===== src/dcrf_defines.vh =====
// Constants for the CPU register file: bus map, field layout, masks.
// Assumes inclusion by bare name from the register file and its bus slave.
`ifndef DCRF_DEFINES_VH
`define DCRF_DEFINES_VH

// Bus byte offsets, word indices and general register count
`define DCRF_OFF_EXT_BASE 8'h00
`define DCRF_OFF_AUX_BASE 8'h40
`define DCRF_OFF_GEN_BASE 8'h60
`define DCRF_WIDX_AUX 6'h10
`define DCRF_WIDX_GEN 6'h18
`define DCRF_GEN_COUNT 6'h0D

// Selector codes of the 32-bit control registers
`define DCRF_SEL_DP 4'h0
`define DCRF_SEL_IR0 4'h1
`define DCRF_SEL_IR1 4'h2
`define DCRF_SEL_BK 4'h3
`define DCRF_SEL_SP 4'h4
`define DCRF_SEL_ST 4'h5
`define DCRF_SEL_IE 4'h6
`define DCRF_SEL_IF 4'h7
`define DCRF_SEL_IOF 4'h8
`define DCRF_SEL_RC 4'h9
`define DCRF_SEL_RS 4'hA
`define DCRF_SEL_RE 4'hB
`define DCRF_SEL_PC 4'hC

// Interrupt enable: CPU bits 10-0, DMA bits 26-16
`define DCRF_IE_MASK 32'h07FF07FF

// Flag word bit positions
`define DCRF_ST_C 0
`define DCRF_ST_V 1
`define DCRF_ST_Z 2
`define DCRF_ST_N 3

// General-pin control bit positions
`define DCRF_IOF_DIR0 1
`define DCRF_IOF_OUT0 2
`define DCRF_IOF_IN0 3
`define DCRF_IOF_DIR1 5
`define DCRF_IOF_OUT1 6
`define DCRF_IOF_IN1 7
`define DCRF_IOF_WMASK 32'h00000066

// Reset values
`define DCRF_RST_WORD 32'h00000000
`define DCRF_RST_EXT 40'h0000000000

// Bus responses
`define DCRF_RESP_OKAY 2'h0
`define DCRF_RESP_SLVERR 2'h2

`endif


===== src/dcrf_axil_slave.v =====
// AXI4-Lite slave: one write and one read at a time.
// Assumes the register file answers in the strobe cycle.
`include "dcrf_defines.vh"

module dcrf_axil_slave #(
  parameter ADDR_W = 8
) (
  input wire aclk, // Clock
  input wire aresetn, // Sync reset, low
  input wire clk_en, // Run when high
  input wire awvalid, // AW valid
  output wire awready, // AW ready
  input wire [ADDR_W-1:0] awaddr, // AW address
  input wire wvalid, // W valid
  output wire wready, // W ready
  input wire [31:0] wdata, // W data
  input wire [3:0] wstrb, // W strobes
  output wire bvalid, // B valid
  input wire bready, // B ready
  output wire [1:0] bresp, // B response
  input wire arvalid, // AR valid
  output wire arready, // AR ready
  input wire [ADDR_W-1:0] araddr, // AR address
  output wire rvalid, // R valid
  input wire rready, // R ready
  output wire [31:0] rdata, // R data
  output wire [1:0] rresp, // R response
  output wire wr_stb, // Write pulse
  output wire [ADDR_W-1:0] wr_addr, // Write address
  output wire [31:0] wr_data, // Write data
  output wire [3:0] wr_strb, // Write strobes
  input wire wr_ok, // Write mapped
  output wire rd_stb, // Read pulse
  output wire [ADDR_W-1:0] rd_addr, // Read address
  input wire [31:0] rd_data, // Read value
  input wire rd_ok // Read mapped
);
  reg awready_r, wready_r, bvalid_r, arready_r, rvalid_r;
  reg aw_have_r, w_have_r, wr_stb_r, rd_stb_r;
  reg [1:0] bresp_r, rresp_r;
  reg [31:0] rdata_r, wdata_r;
  reg [3:0] wstrb_r;
  reg [ADDR_W-1:0] awaddr_r, araddr_r;

  wire aw_take = awvalid & awready_r;
  wire w_take = wvalid & wready_r;
  wire aw_h = aw_have_r | aw_take;
  wire w_h = w_have_r | w_take;
  wire wr_fire = aw_h & w_h;
  wire bvalid_nxt = wr_stb_r | (bvalid_r & ~bready);
  wire ar_take = arvalid & arready_r;
  wire rvalid_nxt = rd_stb_r | (rvalid_r & ~rready);

  always @(posedge aclk) begin
    if (!aresetn) begin
      awready_r <= 1'b0;
      wready_r <= 1'b0;
      bvalid_r <= 1'b0;
      arready_r <= 1'b0;
      rvalid_r <= 1'b0;
      aw_have_r <= 1'b0;
      w_have_r <= 1'b0;
      wr_stb_r <= 1'b0;
      rd_stb_r <= 1'b0;
      bresp_r <= `DCRF_RESP_OKAY;
      rresp_r <= `DCRF_RESP_OKAY;
      rdata_r <= `DCRF_RST_WORD;
      wdata_r <= `DCRF_RST_WORD;
      wstrb_r <= 4'h0;
      awaddr_r <= {ADDR_W{1'b0}};
      araddr_r <= {ADDR_W{1'b0}};
    end else if (clk_en) begin
      if (aw_take)
        awaddr_r <= awaddr;
      if (w_take) begin
        wdata_r <= wdata;
        wstrb_r <= wstrb;
      end
      aw_have_r <= aw_h & ~wr_fire;
      w_have_r <= w_h & ~wr_fire;
      wr_stb_r <= wr_fire;
      // Ready low until the response is taken
      awready_r <= ~aw_h & ~wr_stb_r & ~bvalid_nxt;
      wready_r <= ~w_h & ~wr_stb_r & ~bvalid_nxt;
      bvalid_r <= bvalid_nxt;
      if (wr_stb_r)
        bresp_r <= wr_ok ? `DCRF_RESP_OKAY : `DCRF_RESP_SLVERR;
      if (ar_take)
        araddr_r <= araddr;
      rd_stb_r <= ar_take;
      arready_r <= ~ar_take & ~rd_stb_r & ~rvalid_nxt;
      rvalid_r <= rvalid_nxt;
      if (rd_stb_r) begin
        rdata_r <= rd_ok ? rd_data : `DCRF_RST_WORD;
        rresp_r <= rd_ok ? `DCRF_RESP_OKAY : `DCRF_RESP_SLVERR;
      end
    end
  end

  assign awready = awready_r;
  assign wready = wready_r;
  assign bvalid = bvalid_r;
  assign bresp = bresp_r;
  assign arready = arready_r;
  assign rvalid = rvalid_r;
  assign rdata = rdata_r;
  assign rresp = rresp_r;
  assign wr_stb = wr_stb_r;
  assign wr_addr = awaddr_r;
  assign wr_data = wdata_r;
  assign wr_strb = wstrb_r;
  assign rd_stb = rd_stb_r;
  assign rd_addr = araddr_r;
endmodule // dcrf_axil_slave


===== src/dcrf_regfile.v =====
// CPU register file of a signal processor, with AXI4-Lite access.
// Assumes all ports are synchronous to aclk.
// Operation
// [RL1] Float operations use all forty bits.
// [RL2] Integer operations and shifts use bits 31-0; bits 39-32 kept.
// [RL3] Eight auxiliary registers: CPU access, both address units update.
// [RL4] Auxiliary registers double as general registers for multiplier and ALU.
// [RL5] Page pointer low eight bits give the page number.
// [RL6] Index registers feed the address unit.
// [RL7] Block size gives circular addressing its length.
// [RL8] Stack pointer holds the last pushed address.
// [RL9] Push increments first; pop reads, then decrements.
// [RL10] Interrupts, traps, calls, returns, push, pop move the stack pointer.
// [RL11] Operation, load and store results update condition flags.
// [RL12] Status load copies the operand bit for bit.
// [RL13] Enables: CPU bits 10-0, DMA bits 26-16.
// [RL14] Enable one enables, zero disables.
// [RL15] Flag one is pending, zero is not.
// [RL16] Pin control sets direction, reads and drives two general pins.
// [RL17] Loop count holds the repeat count.
// [RL18] Loop start and end hold the repeated block's bounds.
// [RL19] Program counter holds next fetch address; program flow writes it.
// [RL20] Enable bits outside both ranges read zero, ignore writes.
`include "dcrf_defines.vh"

module dcrf_regfile #(
  parameter ADDR_W = 8
) (
  input wire aclk, // Clock
  input wire aresetn, // Sync reset, low
  input wire clk_en, // Run when high
  input wire s_axi_awvalid, // AW valid
  output wire s_axi_awready, // AW ready
  input wire [ADDR_W-1:0] s_axi_awaddr, // AW address
  input wire s_axi_wvalid, // W valid
  output wire s_axi_wready, // W ready
  input wire [31:0] s_axi_wdata, // W data
  input wire [3:0] s_axi_wstrb, // W strobes
  output wire s_axi_bvalid, // B valid
  input wire s_axi_bready, // B ready
  output wire [1:0] s_axi_bresp, // B response
  input wire s_axi_arvalid, // AR valid
  output wire s_axi_arready, // AR ready
  input wire [ADDR_W-1:0] s_axi_araddr, // AR address
  output wire s_axi_rvalid, // R valid
  input wire s_axi_rready, // R ready
  output wire [31:0] s_axi_rdata, // R data
  output wire [1:0] s_axi_rresp, // R response
  input wire ext_wr_en, // Ext write
  input wire [2:0] ext_wr_sel, // Ext write reg
  input wire ext_wr_float, // 1: all 40 bits
  input wire [39:0] ext_wr_data, // Ext write value
  input wire [2:0] ext_rd_sel, // Ext read reg
  output wire [39:0] ext_rd_data, // Ext read, 1 cycle late
  input wire aux_wr_en, // Aux write, ALU/mult
  input wire [2:0] aux_wr_sel, // Aux write reg
  input wire [31:0] aux_wr_data, // Aux write value
  input wire au0_wr_en, // Unit 0 write
  input wire [2:0] au0_wr_sel, // Unit 0 reg
  input wire [31:0] au0_wr_data, // Unit 0 value
  input wire au1_wr_en, // Unit 1 write
  input wire [2:0] au1_wr_sel, // Unit 1 reg
  input wire [31:0] au1_wr_data, // Unit 1 value
  input wire [2:0] aux_rd_sel, // Aux read reg
  output wire [31:0] aux_rd_data, // Aux read, 1 cycle late
  input wire reg_wr_en, // Control write
  input wire [3:0] reg_wr_sel, // Control selector
  input wire [31:0] reg_wr_data, // Control value
  output wire [7:0] page_num, // Direct page
  output wire [31:0] index_0, // Index 0
  output wire [31:0] index_1, // Index 1
  output wire [31:0] block_size, // Circular length
  input wire stk_push, // Push
  input wire stk_pop, // Pop
  output wire [31:0] stack_top, // Stack pointer
  output wire [31:0] stk_addr, // Stack access address
  output wire stk_wr, // Element write pulse
  output wire stk_rd, // Element read pulse
  input wire flag_upd_en, // Result valid
  input wire flag_float, // Float result
  input wire [39:0] flag_res, // Result
  input wire flag_carry, // Carry out
  input wire flag_ovf, // Overflow
  output wire [31:0] cpu_flag_word, // Status word
  input wire [31:0] intr_set, // Request pulses
  output wire [31:0] interrupt_enable, // Enables
  output wire [31:0] interrupt_flags, // Pending
  output wire [31:0] intr_active, // Pending and enabled
  input wire general_pin_0_in, // Pin 0 level
  output wire general_pin_0_out, // Pin 0 drive
  output wire general_pin_0_oe, // Pin 0 enable
  input wire general_pin_1_in, // Pin 1 level
  output wire general_pin_1_out, // Pin 1 drive
  output wire general_pin_1_oe, // Pin 1 enable
  output wire [31:0] loop_count, // Repeat count
  output wire [31:0] loop_start_address, // Repeat start
  output wire [31:0] loop_end_address, // Repeat end
  input wire pc_load, // Counter load
  input wire [31:0] pc_load_data, // Counter value
  input wire pc_step, // Counter advance
  output wire [31:0] program_counter // Fetch address
);
  reg [39:0] ext_r [0:7];
  reg [31:0] aux_r [0:7];
  reg [39:0] ext_rd_r;
  reg [31:0] aux_rd_r;
  reg [31:0] dp_r, ir0_r, ir1_r, bk_r, sp_r, st_r, ie_r, if_r, iof_r;
  reg [31:0] rc_r, rs_r, re_r, pc_r, act_r, stk_addr_r;
  reg stk_wr_r, stk_rd_r, pin0_in_r, pin1_in_r;
  reg [31:0] rd_data, g_data;
  reg rd_ok, wr_ok, g_wen;
  reg [3:0] g_sel;
  reg [31:0] st_nxt;
  integer i;

  wire wr_stb, rd_stb;
  wire [ADDR_W-1:0] wr_addr, rd_addr;
  wire [31:0] wr_data;
  wire [3:0] wr_strb;
  wire [5:0] wr_widx = wr_addr[7:2];
  wire [5:0] rd_widx = rd_addr[7:2];
  wire bus_wr = wr_stb & wr_ok;

  // Byte-lane merge of a bus write
  function [31:0] merge_strb;
    input [31:0] old_v;
    input [31:0] new_v;
    input [3:0] strb;
    integer b;
    begin
      for (b = 0; b < 4; b = b + 1)
        merge_strb[b*8 +: 8] = strb[b] ? new_v[b*8 +: 8] : old_v[b*8 +: 8];
    end
  endfunction

  function is_mapped;
    input [5:0] widx;
    begin
      is_mapped = (widx < (`DCRF_WIDX_GEN + `DCRF_GEN_COUNT));
    end
  endfunction

  // Pin levels come from their own flops
  function [31:0] gen_value;
    input [3:0] sel;
    begin
      case (sel)
        `DCRF_SEL_DP: gen_value = dp_r;
        `DCRF_SEL_IR0: gen_value = ir0_r;
        `DCRF_SEL_IR1: gen_value = ir1_r;
        `DCRF_SEL_BK: gen_value = bk_r;
        `DCRF_SEL_SP: gen_value = sp_r;
        `DCRF_SEL_ST: gen_value = st_r;
        `DCRF_SEL_IE: gen_value = ie_r;
        `DCRF_SEL_IF: gen_value = if_r;
        `DCRF_SEL_IOF: begin
          gen_value = iof_r;
          gen_value[`DCRF_IOF_IN0] = pin0_in_r;
          gen_value[`DCRF_IOF_IN1] = pin1_in_r;
        end
        `DCRF_SEL_RC: gen_value = rc_r;
        `DCRF_SEL_RS: gen_value = rs_r;
        `DCRF_SEL_RE: gen_value = re_r;
        `DCRF_SEL_PC: gen_value = pc_r;
        default: gen_value = `DCRF_RST_WORD;
      endcase
    end
  endfunction

  dcrf_axil_slave #(
    .ADDR_W(ADDR_W)
  ) u_bus (
    .aclk(aclk),
    .aresetn(aresetn),
    .clk_en(clk_en),
    .awvalid(s_axi_awvalid),
    .awready(s_axi_awready),
    .awaddr(s_axi_awaddr),
    .wvalid(s_axi_wvalid),
    .wready(s_axi_wready),
    .wdata(s_axi_wdata),
    .wstrb(s_axi_wstrb),
    .bvalid(s_axi_bvalid),
    .bready(s_axi_bready),
    .bresp(s_axi_bresp),
    .arvalid(s_axi_arvalid),
    .arready(s_axi_arready),
    .araddr(s_axi_araddr),
    .rvalid(s_axi_rvalid),
    .rready(s_axi_rready),
    .rdata(s_axi_rdata),
    .rresp(s_axi_rresp),
    .wr_stb(wr_stb),
    .wr_addr(wr_addr),
    .wr_data(wr_data),
    .wr_strb(wr_strb),
    .wr_ok(wr_ok),
    .rd_stb(rd_stb),
    .rd_addr(rd_addr),
    .rd_data(rd_data),
    .rd_ok(rd_ok)
  );

  // Ext registers: low word, then high byte
  always @* begin
    rd_ok = is_mapped(rd_widx) & (rd_addr[1:0] == 2'h0);
    wr_ok = is_mapped(wr_widx) & (wr_addr[1:0] == 2'h0);
    rd_data = `DCRF_RST_WORD;
    if (rd_widx < `DCRF_WIDX_AUX)
      rd_data = rd_widx[0] ? {24'h000000, ext_r[rd_widx[3:1]][39:32]}
                           : ext_r[rd_widx[3:1]][31:0];
    else if (rd_widx < `DCRF_WIDX_GEN)
      rd_data = aux_r[rd_widx[2:0]];
    else
      rd_data = gen_value(rd_widx[3:0] - 4'h8);
  end

  // CPU port wins over the bus
  always @* begin
    g_wen = 1'b0;
    g_sel = `DCRF_SEL_DP;
    g_data = `DCRF_RST_WORD;
    if (reg_wr_en) begin
      g_wen = 1'b1;
      g_sel = reg_wr_sel;
      g_data = reg_wr_data;
    end else if (bus_wr && wr_widx >= `DCRF_WIDX_GEN) begin
      g_wen = 1'b1;
      g_sel = wr_widx[3:0] - 4'h8;
      g_data = merge_strb(gen_value(wr_widx[3:0] - 4'h8), wr_data, wr_strb);
    end
  end

  // Flag update from a result, or a verbatim load
  always @* begin
    st_nxt = st_r;
    if (g_wen && g_sel == `DCRF_SEL_ST)
      st_nxt = g_data; // RL12
    else if (flag_upd_en) begin
      st_nxt[`DCRF_ST_C] = flag_carry; // RL11
      st_nxt[`DCRF_ST_V] = flag_ovf;
      st_nxt[`DCRF_ST_Z] = flag_float ? (flag_res == 40'h0000000000)
                                      : (flag_res[31:0] == 32'h00000000);
      st_nxt[`DCRF_ST_N] = flag_res[31];
    end
  end

  always @(posedge aclk) begin
    if (!aresetn) begin
      for (i = 0; i < 8; i = i + 1) begin
        ext_r[i] <= `DCRF_RST_EXT;
        aux_r[i] <= `DCRF_RST_WORD;
      end
      ext_rd_r <= `DCRF_RST_EXT;
      aux_rd_r <= `DCRF_RST_WORD;
      dp_r <= `DCRF_RST_WORD;
      ir0_r <= `DCRF_RST_WORD;
      ir1_r <= `DCRF_RST_WORD;
      bk_r <= `DCRF_RST_WORD;
      sp_r <= `DCRF_RST_WORD;
      st_r <= `DCRF_RST_WORD;
      ie_r <= `DCRF_RST_WORD;
      if_r <= `DCRF_RST_WORD;
      iof_r <= `DCRF_RST_WORD;
      rc_r <= `DCRF_RST_WORD;
      rs_r <= `DCRF_RST_WORD;
      re_r <= `DCRF_RST_WORD;
      pc_r <= `DCRF_RST_WORD;
      act_r <= `DCRF_RST_WORD;
      stk_addr_r <= `DCRF_RST_WORD;
      stk_wr_r <= 1'b0;
      stk_rd_r <= 1'b0;
      pin0_in_r <= 1'b0;
      pin1_in_r <= 1'b0;
    end else if (clk_en) begin
      // Datapath wins over bus
      if (bus_wr && wr_widx < `DCRF_WIDX_AUX) begin
        if (wr_widx[0]) begin
          if (wr_strb[0])
            ext_r[wr_widx[3:1]][39:32] <= wr_data[7:0];
        end else
          ext_r[wr_widx[3:1]][31:0] <= merge_strb(ext_r[wr_widx[3:1]][31:0], wr_data, wr_strb);
      end
      if (ext_wr_en) begin
        if (ext_wr_float)
          ext_r[ext_wr_sel] <= ext_wr_data; // RL1
        else
          ext_r[ext_wr_sel][31:0] <= ext_wr_data[31:0]; // RL2
      end
      ext_rd_r <= ext_r[ext_rd_sel]; // RL1

      // Later sources win
      if (bus_wr && wr_widx >= `DCRF_WIDX_AUX && wr_widx < `DCRF_WIDX_GEN)
        aux_r[wr_widx[2:0]] <= merge_strb(aux_r[wr_widx[2:0]], wr_data, wr_strb);
      if (aux_wr_en)
        aux_r[aux_wr_sel] <= aux_wr_data; // RL4
      if (au0_wr_en)
        aux_r[au0_wr_sel] <= au0_wr_data; // RL3
      if (au1_wr_en)
        aux_r[au1_wr_sel] <= au1_wr_data; // RL3
      aux_rd_r <= aux_r[aux_rd_sel]; // RL3

      if (g_wen && g_sel == `DCRF_SEL_DP)
        dp_r <= g_data;
      if (g_wen && g_sel == `DCRF_SEL_IR0)
        ir0_r <= g_data;
      if (g_wen && g_sel == `DCRF_SEL_IR1)
        ir1_r <= g_data;
      if (g_wen && g_sel == `DCRF_SEL_BK)
        bk_r <= g_data;

      // Push with pop cancels; a write wins
      stk_wr_r <= 1'b0;
      stk_rd_r <= 1'b0;
      if (g_wen && g_sel == `DCRF_SEL_SP)
        sp_r <= g_data;
      else if (stk_push && !stk_pop) begin
        sp_r <= sp_r + 32'h00000001; // RL9
        stk_addr_r <= sp_r + 32'h00000001; // RL8
        stk_wr_r <= 1'b1; // RL10
      end else if (stk_pop && !stk_push) begin
        sp_r <= sp_r - 32'h00000001; // RL9
        stk_addr_r <= sp_r; // RL8
        stk_rd_r <= 1'b1; // RL10
      end

      st_r <= st_nxt;
      if (g_wen && g_sel == `DCRF_SEL_IE)
        ie_r <= g_data & `DCRF_IE_MASK; // RL20
      // Requests win over a clearing write
      if (g_wen && g_sel == `DCRF_SEL_IF)
        if_r <= g_data | intr_set; // RL15
      else
        if_r <= if_r | intr_set; // RL15
      act_r <= if_r & ie_r; // RL14

      if (g_wen && g_sel == `DCRF_SEL_IOF)
        iof_r <= g_data & `DCRF_IOF_WMASK; // RL16
      pin0_in_r <= general_pin_0_in; // RL16
      pin1_in_r <= general_pin_1_in;

      if (g_wen && g_sel == `DCRF_SEL_RC)
        rc_r <= g_data; // RL17
      if (g_wen && g_sel == `DCRF_SEL_RS)
        rs_r <= g_data; // RL18
      if (g_wen && g_sel == `DCRF_SEL_RE)
        re_r <= g_data; // RL18

      if (g_wen && g_sel == `DCRF_SEL_PC)
        pc_r <= g_data; // RL19
      else if (pc_load)
        pc_r <= pc_load_data; // RL19
      else if (pc_step)
        pc_r <= pc_r + 32'h00000001;
    end
  end

  assign ext_rd_data = ext_rd_r;
  assign aux_rd_data = aux_rd_r;
  assign page_num = dp_r[7:0]; // RL5
  assign index_0 = ir0_r; // RL6
  assign index_1 = ir1_r; // RL6
  assign block_size = bk_r; // RL7
  assign stack_top = sp_r; // RL8
  assign stk_addr = stk_addr_r;
  assign stk_wr = stk_wr_r;
  assign stk_rd = stk_rd_r;
  assign cpu_flag_word = st_r;
  assign interrupt_enable = ie_r; // RL13
  assign interrupt_flags = if_r;
  assign intr_active = act_r;
  assign general_pin_0_out = iof_r[`DCRF_IOF_OUT0]; // RL16
  assign general_pin_0_oe = iof_r[`DCRF_IOF_DIR0]; // RL16
  assign general_pin_1_out = iof_r[`DCRF_IOF_OUT1];
  assign general_pin_1_oe = iof_r[`DCRF_IOF_DIR1];
  assign loop_count = rc_r;
  assign loop_start_address = rs_r;
  assign loop_end_address = re_r;
  assign program_counter = pc_r;
endmodule // dcrf_regfile


===== config.mk =====
export PLATFORM = sky130hd
export DESIGN_NAME = dcrf_regfile
export DESIGN_NICKNAME = d
export VERILOG_FILES = /design/src/dcrf_axil_slave.v /design/src/dcrf_regfile.v
export VERILOG_INCLUDE_DIRS = /design/src
export SDC_FILE = /design/constraint.sdc
export NUM_CORES = 2
export LEC_CHECK = 0
export BUFFER_PORTS_ARGS = -buffer_cell sky130_fd_sc_hd__buf_2
export CAP_MARGIN = 20
export CORE_ASPECT_RATIO = 0.75
export CORE_MARGIN = 2
export CORE_UTILIZATION = 50
export CTS_CLUSTER_DIAMETER = 150
export DETAILED_ROUTE_END_ITERATION = 8
export PLACE_DENSITY = 0.79
export SYNTH_ARGS = -nofsm -noshare
export SYNTH_HDL_FRONTEND = slang
export SYNTH_HIERARCHICAL = 1
export SYNTH_SLANG_ARGS = --single-unit

===== constraint.sdc =====
create_clock -name aclk -period 3.08 [get_ports aclk]
set_input_delay 0.462 -clock aclk [delete_from_list [all_inputs] [get_ports aclk]]
set_output_delay 0.462 -clock aclk [all_outputs]
set_load 0.005 [all_outputs]

==> report_table.html <==
<table>
<tr><th>Metric</th><th>Value</th></tr>
<tr><th colspan="2">Synthesis</th></tr>
<tr><td>Post-synthesis register bit count</td><td>~1.2k</td></tr>
<tr><td>Most used standard cell by instance count after synthesis</td><td>sky130_fd_sc_hd__nand2_1</td></tr>
<tr><td>Post-synthesis sequential area ratio</td><td>roughly two fifths</td></tr>
<tr><td>Number of distinct library cells after synthesis</td><td>between 90 and 100</td></tr>
<tr><td>Mapped cell area</td><td>~0.07 mm^2</td></tr>
<tr><td>Post-synthesis async set-or-reset flop share</td><td>0%</td></tr>
<tr><td>Post-synthesis cell count</td><td>7411</td></tr>
<tr><td>Biggest area consumer among synthesized cells</td><td>sky130_fd_sc_hd__edfxtp_1</td></tr>
<tr><td>Top FF cell, synth</td><td>sky130_fd_sc_hd__dfxtp_1</td></tr>
<tr><td>Number of enable-type register cells in the synthesized netlist</td><td>~580</td></tr>
<tr><td>Synth top area cells</td><td>sky130_fd_sc_hd__edfxtp_1 (25%), sky130_fd_sc_hd__dfxtp_1 (17%), sky130_fd_sc_hd__mux4_2 (9.5%)</td></tr>
<tr><td>Synthesis warning total</td><td>6</td></tr>
<tr><td>Top post-synthesis cells by count</td><td>sky130_fd_sc_hd__nand2_1 (933), sky130_fd_sc_hd__a21oi_1 (707), sky130_fd_sc_hd__dfxtp_1 (603)</td></tr>
<tr><td>Mapped Avg Cell Area</td><td>between 9 and 10 um^2</td></tr>
<tr><td>Post-synth top area share</td><td>roughly a quarter</td></tr>
<tr><th colspan="2">Floorplan</th></tr>
<tr><td>Chip width</td><td>between 400 and 500 um</td></tr>
<tr><td>Num ports</td><td>913</td></tr>
<tr><td>Initial cell density of the core</td><td>50.6%</td></tr>
<tr><td>Area of the placeable core</td><td>between 0.1 and 0.15 mm^2</td></tr>
<tr><td>Number of placement rows</td><td>about 120</td></tr>
<tr><td>Vertical die dimension</td><td>328 um</td></tr>
<tr><td>Die ar.</td><td>about 0.14 mm^2</td></tr>
<tr><th colspan="2">Detailed routing</th></tr>
<tr><td>Detail-routed net length per standard cell</td><td>slightly above 40 um</td></tr>
<tr><td>Post-route DRC violation count</td><td>0</td></tr>
<tr><td>Remaining antenna violation count</td><td>0</td></tr>
<tr><td>Via count of the routed design</td><td>around 77k</td></tr>
<tr><td>Length of the first detailed-routing pass in iterations</td><td>7</td></tr>
<tr><td>Post-detailed-routing wire length</td><td>423000 um</td></tr>
<tr><td>Via density</td><td>roughly 7.5</td></tr>
<tr><td>First DRT Iteration DRCs</td><td>~16k</td></tr>
<tr><th colspan="2">GRT</th></tr>
<tr><td>Maximum number of pins on one net before global-route repair</td><td>roughly 110</td></tr>
<tr><td>First-pass GRT wire length</td><td>between 500000 and 600000 um</td></tr>
<tr><td>Global-route congestion overflow total</td><td>0</td></tr>
<tr><td>Total Routing Usage GR</td><td>around 57%</td></tr>
<tr><td>Via count of the first global-routing pass</td><td>69.2k</td></tr>
<tr><td>Antenna violations before repair</td><td>slightly above 70</td></tr>
<tr><th colspan="2">Setup path</th></tr>
<tr><td>Most numerous cell on the critical path</td><td>sky130_fd_sc_hd__a21oi_1</td></tr>
<tr><td>Ordered cell list for the critical path</td><td>o21ai_0 &gt; nor2_1 &gt; or2_2 &gt; buf_4 &gt; a31oi_1 &gt; a21oi_1 &gt; o22ai_1 &gt; nand3_1 &gt; a21oi_1</td></tr>
<tr><td>Classification of the worst setup path</td><td>flop to flop</td></tr>
<tr><td>Critical path capture point type</td><td>flop</td></tr>
<tr><td>Critical path startpoint category</td><td>flop</td></tr>
<tr><td>Data required time at the worst endpoint</td><td>3.81 ns</td></tr>
<tr><td>Slowest stage cell on the critical path</td><td>sky130_fd_sc_hd__a31oi_1</td></tr>
<tr><td>Largest driver fanout on the critical path</td><td>17</td></tr>
<tr><td>Family with the most delay on the worst path</td><td>compound AO/OA/AOI/OAI gates</td></tr>
<tr><td>Largest stage delay on the critical path</td><td>about 0.60 ns</td></tr>
<tr><td>Buffers &amp; Inverters on Critical Path</td><td>1</td></tr>
<tr><td>Data arrival time at the worst-slack endpoint</td><td>3.91 ns</td></tr>
<tr><th colspan="2">Clocking</th></tr>
<tr><td>H-tree depth</td><td>3</td></tr>
<tr><td>Post CTS Setup Buffer Count</td><td>0</td></tr>
<tr><td>Clock buffers created by TritonCTS</td><td>between 100 and 150</td></tr>
<tr><td>Clock Latency Late Sink</td><td>roughly 0.8 ns</td></tr>
<tr><td>Clock Path Buffers</td><td>3</td></tr>
<tr><td>CTS tree</td><td>built</td></tr>
<tr><td>Sink count of the clock tree</td><td>about 1.2k</td></tr>
<tr><td>Root Buffer Master</td><td>sky130_fd_sc_hd__clkbuf_16</td></tr>
<tr><td>Clock input transition at the sequential cells of the worst setup and hold paths</td><td>0.07 ns</td></tr>
<tr><th colspan="2">Layout</th></tr>
<tr><td>Final Core Density</td><td>61.5%</td></tr>
<tr><td>Synth-to-Final Area Change</td><td>21.6%</td></tr>
<tr><td>Area taken by flip-flops and latches</td><td>~0.029 mm^2</td></tr>
<tr><td>Final nets</td><td>between 8k and 9k</td></tr>
<tr><td>Share of layout cells above drive strength 1</td><td>roughly 28%</td></tr>
<tr><td>Flip-flop count of the largest register after layout</td><td>between 300 and 400</td></tr>
<tr><td>Total of fill cells in the finished design</td><td>around 12k</td></tr>
<tr><td>Reg with most FFs</td><td>ext_r</td></tr>
<tr><td>Final standard cell area without fillers</td><td>approximately 0.085 mm^2</td></tr>
<tr><td>Area used by multi-input combinational logic</td><td>roughly 0.037 mm^2</td></tr>
<tr><th colspan="2">STA</th></tr>
<tr><td>Total negative slack for setup checks</td><td>-0.106 ns</td></tr>
<tr><td>Measured slew at the worst slew-check pin</td><td>between 1 and 1.5 ns</td></tr>
<tr><td>RSZ-0062 raised after global routing</td><td>no</td></tr>
<tr><td>Achievable clock frequency</td><td>314 MHz</td></tr>
<tr><td>Tightest hold margin</td><td>0.0186 ns</td></tr>
<tr><td>Number of pins with negative max-slew slack in the final report</td><td>0</td></tr>
<tr><td>Count of final setup violators</td><td>2</td></tr>
<tr><td>Worst clock skew</td><td>between 0.03 and 0.04 ns</td></tr>
<tr><td>Relative slew slack</td><td>a little over an eighth</td></tr>
<tr><td>Final Critical Period</td><td>3.19 ns</td></tr>
<tr><td>Final hold vios</td><td>0</td></tr>
<tr><td>Final worst-path setup slack</td><td>-0.106 ns</td></tr>
<tr><td>Final worst path period share</td><td>103%</td></tr>
<tr><th colspan="2">Placed design</th></tr>
<tr><td>IO Port Bufs</td><td>approximately 900</td></tr>
<tr><td>RD Place Congestion</td><td>between 1 and 1.5</td></tr>
<tr><td>Detail Placement HPWL</td><td>roughly 310000 um</td></tr>
<tr><td>Area after DPL</td><td>~0.080 mm^2</td></tr>
<tr><th colspan="2">Power</th></tr>
<tr><td>Worst ir drop on vdd</td><td>about 0.0005 V</td></tr>
<tr><td>Power density over the cells</td><td>477 mW/mm^2</td></tr>
<tr><td>Final total power</td><td>~40 mW</td></tr>
<tr><td>Leakage power of the design</td><td>~31 nW</td></tr>
<tr><th colspan="2">Outcome</th></tr>
<tr><td>Outcome</td><td>finished with violations</td></tr>
<tr><td>Violations in the final reports</td><td>negative setup slack</td></tr>
<tr><th colspan="2">Run</th></tr>
<tr><td>Max Cap Violations</td><td>0</td></tr>
<tr><th colspan="2">Hold path</th></tr>
<tr><td>Hold Crit Class</td><td>input pin to flop</td></tr>
</table>
[through the flow]
stage	instances	setup WS (ns)
after floorplan	7431	0.203
after global placement	9956	0.0187
after detailed placement	9956	0.0238
after CTS	10300	0.0413
after global routing	10300	0.00618
final	10300	-0.106
[final cells by class]
cell class                 count  share of cell area (%)
clock buffer                 176                    4.25
clock inverter                51                   0.617
timing repair buffer        1715                    14.2
multi-input combinational   5245                    43.4
antenna                       48                   0.141
tap                         1860                    2.73
sequential                  1179                    34.5
inverter                      30                   0.142
[report_power, final]
part	switching (mW)	internal (mW)
Clock	7.10	8.76
Sequential	0.767	17.2
Combinational	4.35	2.44
Total	12.2	28.4
[layout by cell type, fill, tap and decap left out, types with 48 or more instances in the layout]
cell type and count:
sky130_fd_sc_hd__a31oi_1 84, sky130_fd_sc_hd__o21ai_0 378, sky130_fd_sc_hd__nand3_1 146, sky130_fd_sc_hd__a32oi_1 289, sky130_fd_sc_hd__edfxtp_1 576, sky130_fd_sc_hd__nor3_1 55, sky130_fd_sc_hd__nand2b_1 66, sky130_fd_sc_hd__a21oi_1 696
sky130_fd_sc_hd__buf_12 101, sky130_fd_sc_hd__diode_2 48, sky130_fd_sc_hd__nor4_1 55, sky130_fd_sc_hd__mux2_2 53, sky130_fd_sc_hd__clkbuf_16 129, sky130_fd_sc_hd__buf_2 885, sky130_fd_sc_hd__a22oi_1 100, sky130_fd_sc_hd__mux4_2 294
sky130_fd_sc_hd__dfxtp_1 595, sky130_fd_sc_hd__buf_4 655, sky130_fd_sc_hd__a221oi_1 85, sky130_fd_sc_hd__a211oi_1 122, sky130_fd_sc_hd__nor2_1 561, sky130_fd_sc_hd__nand2_1 933, sky130_fd_sc_hd__dlygate4sd3_1 73, sky130_fd_sc_hd__mux2i_1 251
sky130_fd_sc_hd__a22o_1 412
[cell families (layout without fill, tap and decap cells)]
group / Yosys count / after routing / share of synthesized area (%)
compound gates: 2442 / 2442 / 23.8
simple gates: 2121 / 2121 / 13.6
flops: 1179 / 1179 / 41.9
buf+inv: 1007 / 1972 / 6.03
mux: 598 / 598 / 13.9
xor+xnor: 54 / 54 / 0.675
fa+ha+maj: 8 / 8 / 0.143
other cells: 2 / 70 / 0.0107
[timing repair]
action	in CTS	in global routing
resized for setup	0	7
endpoints found under the hold margin	78	0
endpoints found under the setup margin	0	16
hold buffers	73	0
[path summary, 6_finish.rpt]
check | from | endpoint | slack, ns | cells after the start
max reg2reg | u_bus/rd_addr[3] | u_bus/rdata[27] | -0.11 | 9
max | u_bus/rd_addr[3] | u_bus/rdata[27] | -0.11 | 9
min reg2reg | u_bus/rdata[8] | u_bus/rdata[8] | 0.45 | 2
min | pc_load_data[28] | program_counter[28] | 0.02 | 3
[worst register-to-register path, delay by kind of cell, from the launching register on]
| family | cells | cell delay (ns) |
|---|---|---|
| AOI/OAI and AO/OA | 5 | 1.61 |
| and+or+nand+nor | 3 | 0.75 |
| buffers and inverters | 1 | 0.31 |
| DFF | 1 | 0.44 |
[per-layer routing]
metal / up-vias / routed length, um / global-route usage (%)
met1: 37100 / 147000 / 72.3
met5: - / 750 / 1.91
met3: 1822 / 83100 / 31.9
met2: 8216 / 158000 / 73.5
met4: 58 / 34600 / 34.5
li1: 30000 / - / -
(Power assumes the default switching activity.)
